## config.mk

```make
export PLATFORM = sky130hd
export DESIGN_NAME = ext_instr_exec
export DESIGN_NICKNAME = d
export VERILOG_FILES = /design/src/include/ext_exec_pkg.sv /design/src/core/ext_alu.sv /design/src/core/ext_instr_exec.sv
export SDC_FILE = /design/constraint.sdc
export NUM_CORES = 1
export LEC_CHECK = 0
export ABC_AREA = 1
export BUFFER_PORTS_ARGS = -buffer_cell sky130_fd_sc_hd__buf_2
export CORE_UTILIZATION = 30
export DETAILED_ROUTE_END_ITERATION = 7
export PLACE_DENSITY = 0.58
export SLEW_MARGIN = 20
export SYNTH_ARGS = -nofsm -noshare
export SYNTH_HDL_FRONTEND = slang
export SYNTH_SLANG_ARGS = --single-unit
```

## constraint.sdc

```tcl
create_clock -name clock -period 4 [get_ports clock]
set_clock_uncertainty 0.05 [all_clocks]
set_input_delay 0.4 -clock clock [delete_from_list [all_inputs] [get_ports clock]]
set_output_delay 0.4 -clock clock [all_outputs]
set_load 0.01 [all_outputs]
```

## src/include/ext_exec_pkg.sv

```systemverilog
// Purpose: Shared constants, opcodes and decode helpers for the extended executor
// Assumes: 8-bit data path, flags held in one status byte
// Notes:   Unused opcode values are illegal and fall back to idle behaviour
package ext_exec_pkg;

	// ****************************************
	// Widths, addresses and reset values
	// ****************************************
	localparam int         DM_AW_DEF    = 10;
	localparam int         PM_AW_DEF    = 14;
	localparam logic [9:0] PC_LOW_ADDR  = 10'h006;
	localparam logic [9:0] TBL_PTR_ADDR = 10'h007;
	localparam logic [7:0] ACC_RST      = 8'h00;
	localparam logic [7:0] STATUS_RST   = 8'h00;
	localparam logic [7:0] TP_RST       = 8'h00;
	localparam logic [3:0] BCD_MAX      = 4'h9;
	localparam logic [3:0] BCD_ADJ      = 4'h6;

	// ****************************************
	// Status bit positions and check masks
	// ****************************************
	localparam int         FLG_Z   = 0;
	localparam int         FLG_C   = 1;
	localparam int         FLG_HB  = 2;
	localparam int         FLG_SW  = 3;
	localparam int         FLG_SR  = 4;
	localparam int         FLG_ZC  = 5;
	localparam int         FLG_WE  = 6;
	localparam int         FLG_PD  = 7;
	localparam logic [7:0] KEEP_EXCEPT_Z = 8'h3E;
	localparam logic [7:0] KEEP_EXCEPT_C = 8'h3D;

	// ****************************************
	// Operations
	// ****************************************
	typedef enum logic [5:0] {
		op_add, op_adc, op_sub, op_sbc, op_add_imm, op_and_imm, decimal_adjust_op,
		op_and, op_or, op_xor, invert_memory_op, op_inc, op_dec,
		op_rr, op_rrc, op_rl, op_rlc, op_mov_ld, op_mov_st, op_bit_clr, op_bit_set,
		op_sz, op_sza, op_snz, op_szb, op_snzb, op_siz, op_sdz,
		far_table_read_op, far_last_table_read_op, far_preinc_table_read_op,
		far_preinc_last_table_read_op, op_clr, op_set, op_swap, op_call, op_wdt_clr
	} op_e;

	function automatic logic is_skip(op_e op);
		return op inside {op_sz, op_sza, op_snz, op_szb, op_snzb, op_siz, op_sdz};
	endfunction

	function automatic logic is_table(op_e op);
		return op inside {far_table_read_op, far_last_table_read_op,
			far_preinc_table_read_op, far_preinc_last_table_read_op};
	endfunction

	function automatic logic is_preinc(op_e op);
		return op inside {far_preinc_table_read_op, far_preinc_last_table_read_op};
	endfunction

	function automatic logic is_last_page(op_e op);
		return op inside {far_last_table_read_op, far_preinc_last_table_read_op};
	endfunction

	function automatic logic is_zero_only(op_e op);
		return op inside {op_and, op_and_imm, op_or, op_xor, invert_memory_op, op_inc, op_dec};
	endfunction

	function automatic logic uses_imm(op_e op);
		return op inside {op_add_imm, op_and_imm};
	endfunction

	// Ops whose destination bit picks accumulator or memory
	function automatic logic dest_form(op_e op);
		return op inside {op_add, op_adc, op_sub, op_sbc, op_and, op_or, op_xor,
			invert_memory_op, op_inc, op_dec, op_rr, op_rrc, op_rl, op_rlc, op_swap,
			op_siz, op_sdz};
	endfunction

	function automatic logic writes_mem(op_e op, logic dest_acc);
		if (dest_form(op))
			return !dest_acc;
		return is_table(op) || (op inside {decimal_adjust_op, op_mov_st, op_bit_clr,
			op_bit_set, op_clr, op_set});
	endfunction

	function automatic logic writes_acc(op_e op, logic dest_acc);
		if (dest_form(op))
			return dest_acc;
		return op inside {op_mov_ld, op_sza, op_add_imm, op_and_imm};
	endfunction

endpackage

```

## src/core/ext_alu.sv

```systemverilog
// Purpose: Combinational result, flag and skip logic for one operation
// Assumes: Operand m is already chosen between memory data and immediate
// Notes:   Flags not touched by an operation pass through unchanged
module ext_alu (
	input  wire ext_exec_pkg::op_e op,
	input  wire logic [7:0]        a,
	input  wire logic [7:0]        m,
	input  wire logic [2:0]        bsel,
	input  wire logic [7:0]        flags_in,
	output logic [7:0]             res,
	output logic [7:0]             flags_out,
	output logic                   skip
);
	import ext_exec_pkg::*;

	logic [7:0] mm;
	logic       cin;
	logic [8:0] sum;
	logic [4:0] half;
	logic       lo_adj;
	logic       hi_adj;

	// One case per operation group, unlisted ops take the default, flags default to unchanged
	always_comb
	begin
		mm = m;
		cin = 1'b0;
		sum = 9'h000;
		half = 5'h00;
		lo_adj = 1'b0;
		hi_adj = 1'b0;
		res = m;
		flags_out = flags_in;
		skip = 1'b0;
		unique case (op)
			op_add, op_adc, op_add_imm, op_sub, op_sbc:
			begin
				if (op inside {op_sub, op_sbc})
					mm = ~m;
				cin = (op == op_sub) | ((op inside {op_adc, op_sbc}) & flags_in[FLG_C]);
				sum = {1'b0, a} + {1'b0, mm} + {8'h00, cin};
				half = {1'b0, a[3:0]} + {1'b0, mm[3:0]} + {4'h0, cin};
				res = sum[7:0];
				flags_out[FLG_C] = sum[8];
				flags_out[FLG_HB] = half[4];
				flags_out[FLG_SW] = (a[7] == mm[7]) & (res[7] != a[7]);
				flags_out[FLG_Z] = (res == 8'h00);
				flags_out[FLG_SR] = res[7] ^ flags_out[FLG_SW];
				if (op == op_sub)
					flags_out[FLG_ZC] = flags_out[FLG_Z];
				else if (op == op_sbc)
					flags_out[FLG_ZC] = flags_out[FLG_Z] & flags_in[FLG_ZC];
			end
			decimal_adjust_op:
			begin
				lo_adj = (a[3:0] > BCD_MAX) | flags_in[FLG_HB];
				hi_adj = (a[7:4] > BCD_MAX) | flags_in[FLG_C];
				sum = {1'b0, a} + {1'b0, hi_adj ? BCD_ADJ : 4'h0, lo_adj ? BCD_ADJ : 4'h0};
				res = sum[7:0];
				flags_out[FLG_C] = sum[8] | flags_in[FLG_C];
			end
			op_and, op_and_imm: res = a & m;
			op_or:              res = a | m;
			op_xor:             res = a ^ m;
			invert_memory_op:   res = ~m;
			op_inc:             res = m + 8'h01;
			op_dec:             res = m - 8'h01;
			op_rr:              res = {m[0], m[7:1]};
			op_rl:              res = {m[6:0], m[7]};
			op_rrc:
			begin
				res = {flags_in[FLG_C], m[7:1]};
				flags_out[FLG_C] = m[0];
			end
			op_rlc:
			begin
				res = {m[6:0], flags_in[FLG_C]};
				flags_out[FLG_C] = m[7];
			end
			op_mov_st:          res = a;
			op_bit_clr:         res = m & ~(8'h01 << bsel);
			op_bit_set:         res = m | (8'h01 << bsel);
			op_sz, op_sza:      skip = (m == 8'h00);
			op_snz:             skip = (m != 8'h00);
			op_szb:             skip = !m[bsel];
			op_snzb:            skip = m[bsel];
			op_siz:
			begin
				res = m + 8'h01;
				skip = (res == 8'h00);
			end
			op_sdz:
			begin
				res = m - 8'h01;
				skip = (res == 8'h00);
			end
			op_clr:             res = 8'h00;
			op_set:             res = 8'hFF;
			op_swap:            res = {m[3:0], m[7:4]};
			default:            res = m;
		endcase
		if (is_zero_only(op))
			flags_out[FLG_Z] = (res == 8'h00);
	end

endmodule // ext_alu

```

## src/core/ext_instr_exec.sv

```systemverilog
// Purpose: Sequencer for extended instructions with full-range data addressing
// Assumes: Data and program memory answer a read while the registered strobe stands
// Notes:   An issue while busy is ignored; the fetch unit waits for done
// Contract
// - Extended operands reach any data sector directly, no pointer indirection.
// - Plain extended operations without skip, table read or low-PC write finish in 2 cycles.
// - Table reads take 3 cycles, load high byte register and memory.
// - Extended skip takes 3 cycles when skipping, 2 otherwise.
// - Writing the low program counter byte makes the instruction 3 cycles.
// - Adds update five flags, subtracts add zero-chain, decimal adjust only carry.
// - Logic, invert, inc, dec touch zero only; rotates as documented.
// - Add with carry sums accumulator, operand and carry.
// - Add sums accumulator with operand or immediate.
// - AND combines accumulator with operand or immediate, zero flag only.
// - Call pushes next address, loads target, two cycles, no flags.
// - Clear writes 00H; bit clear drops one bit; no flags.
// - Watchdog clear resets the counter, expired bit and power-down bit.
// - Invert complements operand; accumulator form leaves memory alone.
// - Decimal adjust adds 6 per nibble above 9 or with carry.
// - Decimal adjust changes only carry, marking a sum of 100 or more.
module ext_instr_exec #(
	parameter int DM_AW = ext_exec_pkg::DM_AW_DEF,
	parameter int PM_AW = ext_exec_pkg::PM_AW_DEF
) (
	input  wire logic              clock,
	input  wire logic              sys_rst,
	input  wire logic              issue_valid,
	input  wire ext_exec_pkg::op_e issue_op,
	input  wire logic [DM_AW-1:0]  issue_addr,
	input  wire logic              issue_dest_acc,
	input  wire logic [2:0]        issue_bit,
	input  wire logic [7:0]        issue_imm,
	input  wire logic [PM_AW-1:0]  call_target,
	input  wire logic [PM_AW-9:0]  table_page,
	input  wire logic              wdt_timeout,
	input  wire logic              power_down_set,
	input  wire logic [7:0]        mem_rd_data,
	input  wire logic [15:0]       prog_rd_data,
	output logic                   busy,
	output logic                   done,
	output logic                   skip_taken,
	output logic                   mem_rd_en,
	output logic                   mem_wr_en,
	output logic [DM_AW-1:0]       mem_addr,
	output logic [7:0]             mem_wr_data,
	output logic                   prog_rd_en,
	output logic [PM_AW-1:0]       prog_rd_addr,
	output logic                   stack_push,
	output logic [PM_AW-1:0]       stack_data,
	output logic                   wdt_clear,
	output logic [7:0]             acc,
	output logic [7:0]             status,
	output logic [PM_AW-1:0]       pc,
	output logic [7:0]             table_pointer,
	output logic [7:0]             table_high_byte
);
	import ext_exec_pkg::*;

	// ****************************************
	// State
	// ****************************************
	typedef enum logic [1:0] {ph_idle, ph_read, ph_tail} phase_e;

	typedef struct packed {
		phase_e           phase;
		op_e              op;
		logic             dest;
		logic [7:0]       imm;
		logic [2:0]       bsel;
		logic [DM_AW-1:0] addr;
		logic             skip;
		logic             pc_set;
		logic             busy;
		logic             done;
		logic             skip_taken;
		logic             mem_rd_en;
		logic             mem_wr_en;
		logic [7:0]       mem_wr_data;
		logic             prog_rd_en;
		logic [PM_AW-1:0] prog_addr;
		logic             stack_push;
		logic [PM_AW-1:0] stack_data;
		logic             wdt_clear;
		logic [7:0]       acc;
		logic [7:0]       status;
		logic [PM_AW-1:0] pc;
		logic [7:0]       tp;
		logic [7:0]       tbl_high;
	} st_s;

	localparam logic [DM_AW-1:0] PCL_A = DM_AW'(PC_LOW_ADDR);
	localparam logic [DM_AW-1:0] TP_A  = DM_AW'(TBL_PTR_ADDR);

	st_s        s_r;
	st_s        s_nxt;
	logic [7:0] m_val;
	logic [7:0] alu_res;
	logic [7:0] alu_flags;
	logic       alu_skip;
	logic [7:0] wdata;
	logic [7:0] tp_eff;
	logic       wmem;
	logic       finish;
	logic       take;

	// ****************************************
	// Operand path
	// ****************************************
	// immediate operand select
	assign m_val = uses_imm(s_r.op) ? s_r.imm : mem_rd_data;
	assign take  = (s_r.phase == ph_idle) && issue_valid;

	ext_alu u_alu (
		.op        (s_r.op),
		.a         (s_r.acc),
		.m         (m_val),
		.bsel      (s_r.bsel),
		.flags_in  (s_r.status),
		.res       (alu_res),
		.flags_out (alu_flags),
		.skip      (alu_skip)
	);

	// ****************************************
	// Next state
	// ****************************************
	// Pulses drop each cycle; the case sets what this cycle needs
	always_comb
	begin
		s_nxt = s_r;
		s_nxt.done = 1'b0;
		s_nxt.skip_taken = 1'b0;
		s_nxt.mem_rd_en = 1'b0;
		s_nxt.mem_wr_en = 1'b0;
		s_nxt.prog_rd_en = 1'b0;
		s_nxt.stack_push = 1'b0;
		s_nxt.wdt_clear = 1'b0;
		finish = 1'b0;
		wmem = writes_mem(s_r.op, s_r.dest);
		wdata = is_table(s_r.op) ? prog_rd_data[7:0] : alu_res;
		tp_eff = s_r.tp + {7'h00, is_preinc(issue_op)};
		unique case (s_r.phase)
			ph_idle:
			begin
				if (issue_valid)
				begin
					s_nxt.addr = issue_addr;
					s_nxt.op = issue_op;
					s_nxt.dest = issue_dest_acc;
					s_nxt.imm = issue_imm;
					s_nxt.bsel = issue_bit;
					s_nxt.skip = 1'b0;
					s_nxt.pc_set = 1'b0;
					s_nxt.busy = 1'b1;
					s_nxt.mem_rd_en = 1'b1;
					s_nxt.phase = ph_read;
					if (is_table(issue_op))
					begin
						s_nxt.tp = tp_eff;
						s_nxt.prog_rd_en = 1'b1;
						if (is_last_page(issue_op))
							s_nxt.prog_addr = {{(PM_AW-8){1'b1}}, tp_eff};
						else
							s_nxt.prog_addr = {table_page, tp_eff};
					end
					if (issue_op == op_call)
					begin
						s_nxt.stack_push = 1'b1;
						s_nxt.stack_data = s_r.pc + {{(PM_AW-1){1'b0}}, 1'b1};
						s_nxt.pc = call_target;
						s_nxt.pc_set = 1'b1;
					end
					if (issue_op == op_wdt_clr)
					begin
						s_nxt.wdt_clear = 1'b1;
						s_nxt.status[FLG_WE] = 1'b0;
						s_nxt.status[FLG_PD] = 1'b0;
					end
				end
			end
			ph_read:
			begin
				s_nxt.status[FLG_ZC:FLG_Z] = alu_flags[FLG_ZC:FLG_Z];
				if (writes_acc(s_r.op, s_r.dest))
					s_nxt.acc = alu_res;
				if (is_table(s_r.op))
					s_nxt.tbl_high = prog_rd_data[15:8];
				if (wmem)
				begin
					s_nxt.mem_wr_en = 1'b1;
					s_nxt.mem_wr_data = wdata;
					if (s_r.addr == TP_A)
						s_nxt.tp = wdata;
					if (s_r.addr == PCL_A)
					begin
						s_nxt.pc[7:0] = wdata;
						s_nxt.pc_set = 1'b1;
					end
				end
				s_nxt.skip = is_skip(s_r.op) && alu_skip;
				if (is_table(s_r.op) || s_nxt.skip || (wmem && s_r.addr == PCL_A))
					s_nxt.phase = ph_tail;
				else
					finish = 1'b1;
			end
			ph_tail:
			begin
				finish = 1'b1;
				s_nxt.skip_taken = s_r.skip;
			end
			default:
			begin
				s_nxt.phase = ph_idle;
				s_nxt.busy = 1'b0;
			end
		endcase
		if (finish)
		begin
			s_nxt.phase = ph_idle;
			s_nxt.busy = 1'b0;
			s_nxt.done = 1'b1;
			if (!s_nxt.pc_set)
				s_nxt.pc = s_r.pc + {{(PM_AW-2){1'b0}}, s_r.skip | s_nxt.skip, ~(s_r.skip | s_nxt.skip)};
		end
		// Hardware events win over a clear in the same cycle
		if (wdt_timeout)
			s_nxt.status[FLG_WE] = 1'b1;
		if (power_down_set)
			s_nxt.status[FLG_PD] = 1'b1;
	end

	// Single register stage for the whole state
	always_ff @(posedge clock or posedge sys_rst)
	begin
		if (sys_rst)
		begin
			s_r <= '0;
			s_r.acc <= ACC_RST;
			s_r.status <= STATUS_RST;
			s_r.tp <= TP_RST;
		end
		else
			s_r <= s_nxt;
	end

	// ****************************************
	// Outputs
	// ****************************************
	assign busy            = s_r.busy;
	assign done            = s_r.done;
	assign skip_taken      = s_r.skip_taken;
	assign mem_rd_en       = s_r.mem_rd_en;
	assign mem_wr_en       = s_r.mem_wr_en;
	assign mem_addr        = s_r.addr;
	assign mem_wr_data     = s_r.mem_wr_data;
	assign prog_rd_en      = s_r.prog_rd_en;
	assign prog_rd_addr    = s_r.prog_addr;
	assign stack_push      = s_r.stack_push;
	assign stack_data      = s_r.stack_data;
	assign wdt_clear       = s_r.wdt_clear;
	assign acc             = s_r.acc;
	assign status          = s_r.status;
	assign pc              = s_r.pc;
	assign table_pointer   = s_r.tp;
	assign table_high_byte = s_r.tbl_high;

	// ****************************************
	// Checks
	// ****************************************
	// two-cycle timing
	a_plain_two_cycles:
	assert property (@(posedge clock) disable iff (sys_rst)
		take && !is_skip(issue_op) && !is_table(issue_op)
		&& !(writes_mem(issue_op, issue_dest_acc) && issue_addr == PCL_A) |-> ##1 !done ##1 done)
	else $error("plain op did not finish in two cycles");
	a_table_three_cycles:
	assert property (@(posedge clock) disable iff (sys_rst)
		take && is_table(issue_op) |-> ##1 !done ##1 !done ##1 done)
	else $error("table read did not finish in three cycles");
	a_table_word_load:
	assert property (@(posedge clock) disable iff (sys_rst)
		s_r.phase == ph_read && is_table(s_r.op)
		|=> mem_wr_en && {table_high_byte, mem_wr_data} == $past(prog_rd_data))
	else $error("table word not loaded to high byte and memory");
	a_preinc_pointer:
	assert property (@(posedge clock) disable iff (sys_rst)
		take && is_preinc(issue_op)
		|=> table_pointer == $past(table_pointer) + 8'h01 && prog_rd_addr[7:0] == table_pointer)
	else $error("pointer not advanced before table read");
	a_skip_taken_cyc:
	assert property (@(posedge clock) disable iff (sys_rst)
		s_r.phase == ph_read && is_skip(s_r.op) && alu_skip
		|-> ##1 !done ##1 (done && skip_taken))
	else $error("taken skip not three cycles");
	a_skip_none_cyc:
	assert property (@(posedge clock) disable iff (sys_rst)
		s_r.phase == ph_read && is_skip(s_r.op) && !alu_skip |=> done && !skip_taken)
	else $error("untaken skip not two cycles");
	a_pcl_three_cycles:
	assert property (@(posedge clock) disable iff (sys_rst)
		take && writes_mem(issue_op, issue_dest_acc) && issue_addr == PCL_A
		|-> ##1 !done ##1 !done ##1 done)
	else $error("low counter write not three cycles");
	a_call_push_load:
	assert property (@(posedge clock) disable iff (sys_rst)
		take && issue_op == op_call
		|=> stack_push && stack_data == $past(pc) + 1'b1 && pc == $past(call_target)
		##1 done && pc == $past(call_target, 2))
	else $error("call push or target wrong");
	a_wdt_clear_bits:
	assert property (@(posedge clock) disable iff (sys_rst)
		take && issue_op == op_wdt_clr && !wdt_timeout && !power_down_set
		|=> wdt_clear && !status[FLG_WE] && !status[FLG_PD])
	else $error("watchdog clear left flags set");
	a_clear_writes_zero:
	assert property (@(posedge clock) disable iff (sys_rst)
		s_r.phase == ph_read && s_r.op == op_clr
		|=> mem_wr_en && mem_wr_data == 8'h00 && status[5:0] == $past(status[5:0]))
	else $error("clear wrote nonzero or changed flags");
	a_decimal_carry_only:
	assert property (@(posedge clock) disable iff (sys_rst)
		s_r.phase == ph_read && s_r.op == decimal_adjust_op
		|=> ((status ^ $past(status)) & KEEP_EXCEPT_C) == 8'h00 && mem_wr_en)
	else $error("decimal adjust changed a flag other than carry");
	a_logic_zero_only:
	assert property (@(posedge clock) disable iff (sys_rst)
		s_r.phase == ph_read && is_zero_only(s_r.op)
		|=> ((status ^ $past(status)) & KEEP_EXCEPT_Z) == 8'h00)
	else $error("logic op changed a flag other than zero");
	a_invert_to_acc:
	assert property (@(posedge clock) disable iff (sys_rst)
		s_r.phase == ph_read && s_r.op == invert_memory_op && s_r.dest
		|=> acc == ~$past(mem_rd_data) && !mem_wr_en)
	else $error("invert to accumulator wrong");
	a_add_to_acc:
	assert property (@(posedge clock) disable iff (sys_rst)
		s_r.phase == ph_read && s_r.op == op_add && s_r.dest
		|=> acc == $past(acc) + $past(mem_rd_data))
	else $error("add result wrong");
endmodule // ext_instr_exec

```

==> results by group, run 1 <==
STA
  • Slew of the pin with the lowest slew margin: 0.882 ns
  • Setup violations, final: 0
  • Maximum clock frequency: 265 MHz
  • Max-slew headroom: 0.412
  • Slew Limit Fails: 0
  • RSZ-0062 raised after global routing: yes
  • Fin Setup TNS: 0 ns
  • Final hold vios: 0
  • Final period utilization: 0.942
  • Tmin final: 3.77 ns

Die
  • Core area: 31800 sq um
  • Top-Level Pins: 177
  • Row count: 65
  • Starting density of the core: 0.307
  • Full die area: 33300 sq um
  • DIE HEIGHT: 182 um
  • Die W: 182 um

Worst setup path
  • Critical Path Slowest Stage Cell: dfrtp_2
  • Critical path capture point type: flip-flop
  • Worst EP arrival: 4.03 ns
  • CP Cell Sequence: inv_2 -> nor2_4 -> nand3_4 -> nand2_4 -> buf_8 -> nand2_1 -> nand2_4 -> xor2_2 -> ha_1 -> a21oi_1 -> nand2_1 -> or2_2 -> nand2_1 -> o22ai_1 -> nor2_1 -> nand3_1 -> nor2_1 -> nand3_1 -> nand2_1 -> nand2_1 -> nand2_1 -> o21ai_0 -> nand2_1 -> nand2_1
  • Reg2Reg Capture Point: table_pointer[3]
  • CP most frequent cell: nand2_1
  • Critical path launch point: s_r[114]
  • Critical Path Max Stage Delay: 0.43 ns
  • Startpoint of the worst register-to-register path: s_r[114]
  • R2r setup slk: 0.23 ns
  • Worst r2r path cells: 24
  • WS Path Type: flip-flop to flip-flop
  • End of the critical path: table_pointer[3]
  • Data required, critical path: 4.26 ns
  • CP max FO: 10
  • Setup crit start kind: flip-flop

Yosys
  • Mux contribution to synthesized area: 0.00923
  • Register bit total from synthesis: 122
  • Synth Warn #: 0
  • Yosys cell types: 48
  • Cell area after synthesis: 9760 sq um
  • Complex-gate fraction of the synthesized area: 0.108
  • Async set or reset register ratio after synthesis: 1.00
  • Post-synth top flop: dfrtp_1
  • Post-synth EDFFs: 0
  • Post-Synth XOR/XNOR Area: 0.0341
  • Post-Syn Nets: 1540
  • Syn_area_per_cell: 6.80 sq um
  • Largest family of logic cells by synthesized area: simple AND/OR/NAND/NOR gates
  • Post-synthesis simple-gate area fraction: 0.351
  • Mapped Cells: 1436
  • Register area share after synthesis: 0.313
  • Adder-Cell Fraction of Synth Area: 0.0377

Detailed routing
  • Via count: 9872
  • DRC: 0
  • WL met3: 2670 um
  • Routed Antenna Nets: 0
  • Iter 0 DRT Violations: 912
  • Routed met2 length: 15100 um
  • Metal-1 WL: 15800 um
  • Pre-antenna DRT Iters: 7
  • Routed WL: 34500 um
  • Max Used Layer: met5
  • Via density: 4.94
  • Per-cell routed wire length: 17.2 um

Global route
  • GRT Util Overall: 0.208
  • Number of global-route vias before repair: 9308
  • Largest net degree at the start of global routing: 123
  • Grt ovf: 0
  • First-pass GRT wire length: 52800 um
  • Initial antenna violation count: 1

Power and ir drop
  • Gate power share: 0.616
  • Clock power frac: 0.154
  • Leak pwr: 5.89 nW
  • Switch share: 0.523
  • Cell-internal power: 4.67 mW
  • VDD IR-drop max: 0.000366 V
  • Switch Pwr: 5.12 mW
  • Seq pwr share: 0.230
  • Pwr per Cell Area: 857 nW/um^2
  • Overall power: 9.79 mW

Clocking
  • Clock root buffer: clkbuf_16
  • CTS Hold Bufs: 0
  • Reg clk slew, reported paths: 0.06 ns
  • Clk_lat worst skew: 0.42 ns
  • CTS H-tree lvls: 4
  • CTS Buffer Depth: 2
  • Num CTS Buffers: 17
  • CTS tree: done
  • Clock sink count: 122

Job
  • Max-Cap Viols: 0

Cells and area
  • Most common cell after layout, fill and taps aside: nand2_1
  • Syn-to-layout area delta: 17.0%
  • Final std cells w/o fill: 1999
  • Layout net count: 1655
  • Final Util: 0.359
  • Layout cells sized above 1: 0.232
  • Most frequent cells in the layout: nand2_1, buf_2, inv_1, o21ai_0, nor2_1
  • Number of diodes: 0
  • Post-route cell area: 11400 sq um

Placed design
  • Dpl cells: 1962
  • Gpl congestion: 0.982
  • DP Wirelength: 26700 um
  • DP Area: 10600 sq um
  • Input/output buffers: 176

Min path
  • Worst min-delay path category: primary input to async pin

Run status
  • Status: completed
-- synthesized netlist by cell type (4+ instances only) --
| library cell | number | share of area |
|---|---|---|
| a21oi_1 | 33 | 0.017 |
| a31oi_1 | 4 | 0.0026 |
| buf_2 | 6 | 0.0031 |
| buf_4 | 97 | 0.075 |
| clkbuf_1 | 22 | 0.0085 |
| clkinv_1 | 4 | 0.0015 |
| dfrtp_1 | 122 | 0.31 |
| fa_1 | 4 | 0.0082 |
| ha_1 | 23 | 0.029 |
| inv_1 | 130 | 0.050 |
| inv_2 | 11 | 0.0042 |
| mux2_2 | 8 | 0.0092 |
| nand2_1 | 438 | 0.17 |
| nand2_2 | 15 | 0.0096 |
| nand2_4 | 6 | 0.0069 |
| nand3_1 | 111 | 0.057 |
| nand3_2 | 6 | 0.0062 |
| nand3b_1 | 8 | 0.0062 |
| nand4_1 | 19 | 0.012 |
| nor2_1 | 123 | 0.047 |
| nor2_2 | 14 | 0.0090 |
| nor3_1 | 12 | 0.0062 |
| nor4_1 | 6 | 0.0038 |
| o2111ai_1 | 4 | 0.0036 |
| o211ai_1 | 4 | 0.0031 |
| o21ai_0 | 120 | 0.062 |
| o21ai_1 | 12 | 0.0062 |
| o22ai_1 | 7 | 0.0045 |
| xor2_1 | 35 | 0.031 |
-- how the worst min path moves through the flow --
stage                                from               to  slack (ns)  cells past startpoint
after detailed placement    stack_data[1]    stack_data[1]        0.41                      2
final                             sys_rst  prog_rd_addr[6]        0.09                      3
after global placement    prog_rd_addr[2]  prog_rd_addr[2]        0.41                      2
after global routing       power_down_set        status[7]        0.12                      2
after floorplan                  s_r[112]         s_r[112]        0.40                      2
after CTS                   issue_addr[4]      mem_addr[4]        0.10                      3
-- stage by stage --
stage	hold WS [ns]	worst slack [ns]
after floorplan	0.399	0.307
after global placement	0.412	-0.0866
after detailed placement	0.415	-0.168
after CTS	0.101	0.0145
after global routing	0.117	-0.0487
final	0.0920	0.232
-- per-layer routing --
layer  track usage  vias to the layer above
li1              -                     4743
met1         0.288                     4653
met2         0.320                      421
met3        0.0437                       53
met4        0.0679                        2
met5             0                        -
-- power groups by stage --
stage / Combinational, mW / Sequential [mW] / Clock (mW)
floorplan: 4.30 / 2.09 / 0
global placement: 5.74 / 2.23 / 0
detailed placement: 5.76 / 2.24 / 0
CTS: 5.80 / 2.23 / 1.54
global route: 6.65 / 2.32 / 1.59
finish: 6.03 / 2.25 / 1.51
-- final cells by class --
class	count	area [sq um]
Fill cell	3434	20400
Multi-Input combinational cell	1040	5420
Sequential cell	122	3060
Timing Repair Buffer	225	1280
Inverter	145	547
Tap cell	435	544
Clock buffer	20	447
Clock inverter	12	125
-- sequential cells by signal, indices dropped and copies added (netlist names) --
name and cells:
acc 8, busy 1, done 1, mem_addr 10
mem_rd_en 1, mem_wr_data 8, mem_wr_en 1, pc 14
prog_rd_addr 14, prog_rd_en 1, s_r 22, skip_taken 1
stack_data 14, stack_push 1, status 8, table_high_byte 8
table_pointer 8, wdt_clear 1
-- critical path, delay by kind of cell (launching register included) --
kind,cells,cell delay [ns]
XOR/XNOR,1,0.21
AO/OA/AOI/OAI,3,0.30
buffers and inverters,2,0.23
AND/OR/NAND/NOR,17,2.14
flip-flops,1,0.43
adder cells (fa/ha/maj),1,0.29
-- cells by family (layout without fill, tap and decap cells) --
family	count (synthesis)	in the layout
simple gates	772	772
buf+inv	274	402
flops	122	122
mux	8	8
compound gates	195	195
xor+xnor	38	38
fa+ha+maj	27	27
-- repair_timing --
action / 4_1_cts / 5_1_grt
resized for setup: 4 / 39
buffers inserted: 0 / 5
pin swaps: 1 / 8
endpoints found under the setup margin: 6 / 21
hold endpoints to repair: 0 / 0
Note: power is estimated with default switching activity, not from simulation.
==> inputs of run 2 (changes only) <==
- PLACE_DENSITY: 0.58 -> 0.51
==> run 2 against run 1 <==
Compared with the run above:
- final cell count is 1.5% higher
- sequential share of layout area is 0.67 points lower
- critical path depth is 2 lower
- sequential power hardly changed
- wire length is 2.1% higher
- worst setup slack worse by 0.017 ns
- first-iteration DRC count is 27% lower
- clock power is 15% higher
- clock-buffer cell count is 1 lower
- highest routed layer is now met4
==> results by group, run 2 (synthesis results as in run 1) <==
Run status
  • Status: completed

Cells and area
  • Fill count: 3503
  • Storage cell area: 3060 sq um
  • Most common cell after layout, fill and taps aside: nand2_1
  • Final Util: 0.368
  • Syn-to-layout area delta: 19.9%
  • Most frequent cells in the layout: nand2_1, buf_2, inv_1, dfrtp_1, o21ai_0
  • Largest register by flop count: s_r
  • Layout cells sized above 1: 0.246
  • Number of diodes: 0
  • Layout net count: 1684
  • Area of the multi-input gates: 5430 sq um
  • Largest register FFs: 22
  • Post-route cell area: 11700 sq um

Global route
  • Grt ovf: 0
  • GRT Util Overall: 0.214
  • First-pass GRT wire length: 54100 um
  • Largest net degree at the start of global routing: 64
  • Initial antenna violation count: 0
  • Number of global-route vias before repair: 9338

Die
  • Die W: 182 um
  • Core area: 31800 sq um
  • Top-Level Pins: 177
  • Full die area: 33300 sq um
  • Starting density of the core: 0.307
  • Row count: 65
  • DIE HEIGHT: 182 um

Clocking
  • Num CTS Buffers: 17
  • Clock root buffer: clkbuf_16
  • CTS H-tree lvls: 4
  • Clk_lat worst skew: 0.43 ns
  • CTS Buffer Depth: 2
  • Clock sink count: 122
  • Reg clk slew, reported paths: 0.06 ns
  • CTS tree: done

STA
  • Setup violations, final: 0
  • Maximum clock frequency: 264 MHz
  • Max-slew headroom: 0.422
  • Slew Limit Fails: 0
  • Final period utilization: 0.946
  • Tmin final: 3.79 ns
  • Slew of the pin with the lowest slew margin: 0.867 ns
  • Final hold vios: 0

Power and ir drop
  • Overall power: 10.2 mW
  • VDD IR-drop max: 0.000422 V
  • Leak pwr: 6.04 nW
  • Pwr per Cell Area: 874 nW/um^2

Worst setup path
  • WS Path Type: flip-flop to flip-flop
  • Critical path launch point: s_r[114]
  • Critical path capture point type: flip-flop
  • Worst EP arrival: 4.04 ns
  • Setup crit start kind: flip-flop
  • CP max FO: 6
  • Startpoint of the worst register-to-register path: s_r[114]
  • Data required, critical path: 4.26 ns

Detailed routing
  • Iter 0 DRT Violations: 670
  • Via count: 9679
  • Per-cell routed wire length: 17.3 um
  • Routed Antenna Nets: 0
  • Pre-antenna DRT Iters: 7
  • Routed WL: 35200 um
  • Via density: 4.77
  • DRC: 0

Min path
  • Worst min-delay path category: primary input to async pin

Job
  • Max-Cap Viols: 0

Placed design
  • Input/output buffers: 176
  • DP Wirelength: 27700 um
  • Gpl congestion: 0.973
  • DP Area: 10800 sq um
-- run 2: cell types whose count changed in the layout (fill, tap and decap cells not counted), sizes merged --
cell / delta
bufinv: +3
buf: +26
nand3: +2
clkinvlp: +1
clkinv: -3
-- run 2: path summary, 6_finish.rpt --
check | slack, ns | cells past startpoint | to
setup / recovery | 0.21 | 22 | table_pointer[6]
hold / removal | 0.08 | 2 | table_pointer[6]
setup reg to reg | 0.21 | 22 | table_pointer[6]
hold reg to reg | 0.42 | 2 | stack_data[8]
max in group asynchronous | 3.01 | 3 | s_r[117]
min in group clock | 0.11 | 3 | mem_addr[3]
-- run 2: routing by layer --
metal | track usage | share of wire | wire (um) | vias up
li1 | - | - | - | 4823
met1 | 0.299 | 0.48 | 16900 | 4480
met2 | 0.324 | 0.43 | 15100 | 320
met3 | 0.0457 | 0.061 | 2140 | 56
met4 | 0.0790 | 0.030 | 1060 | 0
met5 | 0 | 0 | 0 | -
-- run 2: per-stage QoR --
stage	worst slack [ns]	hold slack, ns	instances	setup TNS (ns)
after CTS	0.0335	0.0920	2011	0
after detailed placement	-0.0432	0.417	1979	-0.0454
after global routing	-0.0299	0.112	2028	-0.139
after floorplan	0.307	0.399	1436	0
final	0.215	0.0767	2028	0
after global placement	0.102	0.414	1979	0
-- run 2: timing repair --
action,CTS,global route
gates cloned,0,2
resized for setup,1,36
hold buffers,0,0
endpoints found under the setup margin,8,26
buffers inserted,0,15
pin swaps,0,9
-- run 2: layout make-up --
cell class,count,share of cell area
repair buffers,252,0.125
inverters,145,0.0467
well taps,435,0.0465
clock buffers,19,0.0387
clock inverters,13,0.0184
flip-flops and latches,122,0.261
multi-input cells,1042,0.464
-- run 2: critical path: stages, from the launching register on --
cell and delay, ns:
dfrtp_2 0.43, inv_2 0.09, nor2_4 0.19, nand3_4 0.16, nand3_1 0.14, nand2_2 0.12, buf_4 0.17, xor2_2 0.15
fa_1 0.39, inv_1 0.10, fa_2 0.24, nand4_1 0.10, nand3_1 0.12, xor2_1 0.26, nor2_1 0.08, nor2_1 0.15
nand4_1 0.14, nand3_1 0.17, nand2_1 0.09, nand2_1 0.10, o21ai_0 0.09, nand2_1 0.06, o21ai_1 0.06
-- run 2: power by group --
group | internal, mW | switching (mW) | leakage, nW | total [mW]
Sequential | 1.74 | 0.502 | 1.52 | 2.24
Combinational | 2.17 | 4.07 | 4.21 | 6.24
Clock | 1.14 | 0.603 | 0.312 | 1.74
==> inputs of run 3 (changes only) <==
--- a/config.mk
+++ b/config.mk
@@ -8,7 +8,9 @@
 export ABC_AREA = 1
 export BUFFER_PORTS_ARGS = -buffer_cell sky130_fd_sc_hd__buf_2
+export CELL_PAD_IN_SITES_DETAIL_PLACEMENT = 0
+export CELL_PAD_IN_SITES_GLOBAL_PLACEMENT = 2
 export CORE_UTILIZATION = 30
 export DETAILED_ROUTE_END_ITERATION = 7
-export PLACE_DENSITY = 0.51
+export PLACE_DENSITY = 0.82
 export SLEW_MARGIN = 20
 export SYNTH_ARGS = -nofsm -noshare
--- a/constraint.sdc
+++ b/constraint.sdc
@@ -3,3 +3,3 @@
 set_input_delay 0.4 -clock clock [delete_from_list [all_inputs] [get_ports clock]]
 set_output_delay 0.4 -clock clock [all_outputs]
-set_load 0.01 [all_outputs]
+set_load 0.005 [all_outputs]
==> run 3 against run 2 <==
Compared with the run above:
- via count increased by 0.23%
- critical path type unchanged
- power decreased by 2.5%
- combinational power decreased by 1%
- wire length increased by 1.6%
- first-iteration DRC count increased by 1.5%
- non-clock buffer count decreased by 2
- largest cell class unchanged
- highest routed layer is now met5
==> results by group, run 3 (synthesis results as in run 1) <==
Power and ir drop
  • Cell-internal power: 4.91 mW
  • Pwr per Cell Area: 855 nW/um^2
  • Switch Pwr: 5.06 mW
  • Clock power frac: 0.157
  • Gate power share: 0.617
  • Leak pwr: 6.04 nW
  • Seq pwr share: 0.225
  • Switch share: 0.508
  • VDD IR-drop max: 0.000370 V

Detailed routing
  • Routed WL: 35700 um
  • Via density: 4.79
  • Iter 0 DRT Violations: 680
  • Routed Antenna Nets: 0
  • Pre-antenna DRT Iters: 5
  • DRC: 0
  • Per-cell routed wire length: 17.7 um
  • Via count: 9701

Global route
  • Number of global-route vias before repair: 9569
  • Initial antenna violation count: 2
  • First-pass GRT wire length: 55900 um
  • Largest net degree at the start of global routing: 70
  • GRT Util Overall: 0.220
  • Grt ovf: 0

Clocking
  • Num CTS Buffers: 17
  • Clock sink count: 122
  • Clk_lat worst skew: 0.43 ns
  • CTS Buffer Depth: 2
  • CTS H-tree lvls: 4
  • Reg clk slew, reported paths: 0.06 ns
  • CTS Hold Bufs: 0
  • Clock root buffer: clkbuf_16
  • CTS tree: done

Worst setup path
  • CP most frequent cell: nand2_1
  • Critical Path Slowest Stage Cell: dfrtp_1
  • Critical path launch point: s_r[118]
  • Critical Path Max Stage Delay: 0.40 ns
  • WS Path Type: flip-flop to flip-flop
  • CP Cell Sequence: nor2_4 -> nand3_4 -> buf_12 -> nand3_1 -> nand2_1 -> buf_4 -> xor2_4 -> ha_1 -> nand3_1 -> nand2_1 -> or2_2 -> nand2_1 -> o22ai_1 -> nor2_1 -> nand3_1 -> nor2_1 -> nand3_2 -> nand2_1 -> nand2_1 -> nand2_1 -> o21ai_0 -> nand2_1 -> nand2_1
  • CP max FO: 13
  • Top Family by Delay on Critical Path: simple AND/OR/NAND/NOR gates
  • Critical path depth: 23
  • Data required, critical path: 4.27 ns
  • End of the critical path: table_pointer[3]
  • R2r setup slk: 0.21 ns
  • Reg2Reg Capture Point: table_pointer[3]
  • Worst EP arrival: 4.05 ns
  • Buf+Inv Stages, Crit Path: 2
  • Startpoint of the worst register-to-register path: s_r[118]
  • Worst r2r path cells: 23
  • Setup crit start kind: flip-flop
  • Critical path capture point type: flip-flop

STA
  • RSZ-0062 raised after global routing: yes
  • Slew Limit Fails: 0
  • Final period utilization: 0.947
  • Tmin final: 3.79 ns
  • Min Hold Slack: 0.108 ns
  • Slew of the pin with the lowest slew margin: 0.889 ns
  • Final hold vios: 0
  • Max-slew headroom: 0.407
  • Maximum clock frequency: 264 MHz
  • Setup violations, final: 0
  • Fin Setup TNS: 0 ns

Cells and area
  • Syn-to-layout area delta: 19.4%
  • Most common cell after layout, fill and taps aside: nand2_1
  • Layout cells sized above 1: 0.240
  • Layout net count: 1680
  • Largest register FFs: 22
  • Number of diodes: 0
  • Most frequent cells in the layout: nand2_1, buf_2, inv_1, nor2_1
  • Largest register by flop count: s_r
  • Post-route cell area: 11700 sq um

Die
  • Full die area: 33300 sq um
  • Die W: 182 um
  • Row count: 65
  • Top-Level Pins: 177
  • Core area: 31800 sq um
  • Starting density of the core: 0.307
  • DIE HEIGHT: 182 um

Run status
  • Status: completed

Placed design
  • DP Wirelength: 28300 um
  • DP Area: 10900 sq um
  • Input/output buffers: 176
  • Gpl congestion: 1.01

Job
  • Max-Cap Viols: 0

Min path
  • Worst min-delay path category: primary input to async pin
[run 3: how the worst min path moves through the flow]
stage | startpoint | to | slack, ns | cells after the start
6_report | sys_rst | prog_rd_addr[5] | 0.11 | 2
5_1_grt | power_down_set | status[7] | 0.1 | 2
4_1_cts | issue_addr[7] | mem_addr[7] | 0.09 | 3
3_5_place_dp | prog_rd_addr[2] | prog_rd_addr[2] | 0.41 | 2
3_3_place_gp | prog_rd_addr[2] | prog_rd_addr[2] | 0.41 | 2
2_1_floorplan | s_r[112] | s_r[112] | 0.40 | 2
[run 3: metrics by stage]
stage          cells  utilization  setup WS (ns)  total power, mW
5_1_grt         2024        0.366        -0.0460             10.8
3_5_place_dp    1986        0.341        -0.0621             8.20
2_1_floorplan   1436            -          0.307             6.23
6_report        2024        0.366          0.212             9.97
4_1_cts         2018        0.360         0.0146             9.85
3_3_place_gp    1986        0.341        -0.0305             8.22
[run 3: power by group through the flow]
stage / clock network [mW] / registers [mW] / logic [mW]
after floorplan: 0 / 2.09 / 4.14
after global placement: 0 / 2.23 / 5.99
after detailed placement: 0 / 2.25 / 5.96
after CTS: 1.60 / 2.24 / 6.01
after global routing: 1.65 / 2.31 / 6.87
final: 1.57 / 2.25 / 6.15
[run 3: cell type report]
type                    instances  area, sq um
well taps                     435          544
multi-input cells            1040         5390
flip-flops and latches        122         3060
repair buffers                250         1510
clock inverters                12          140
clock buffers                  20          457
fillers                      3485        20100
inverters                     145          549
[run 3: timing repair]
action | CTS | global route
endpoints found under the setup margin | 2 | 22
endpoints found under the hold margin | 0 | 0
buffers inserted | 0 | 6
gates cloned | 0 | 0
gates resized for setup | 3 | 32
pin swaps | 0 | 4
[run 3: routing by layer]
layer,GRT usage,up-vias,wire [um]
met1,0.304,4525,16900
met2,0.341,319,15700
met3,0.0437,49,2150
li1,-,4806,-
met5,0,-,12
met4,0.0773,2,958
[run 3: worst reg2reg max path, stage by stage, from the launching register on]
cell,delay [ns]
dfrtp_1,0.40
nor2_4,0.20
nand3_4,0.17
buf_12,0.19
nand3_1,0.07
nand2_1,0.14
buf_4,0.24
xor2_4,0.18
ha_1,0.28
nand3_1,0.08
nand2_1,0.10
or2_2,0.29
nand2_1,0.12
o22ai_1,0.08
nor2_1,0.14
nand3_1,0.11
nor2_1,0.13
nand3_2,0.14
nand2_1,0.11
nand2_1,0.10
nand2_1,0.14
o21ai_0,0.10
nand2_1,0.07
nand2_1,0.05
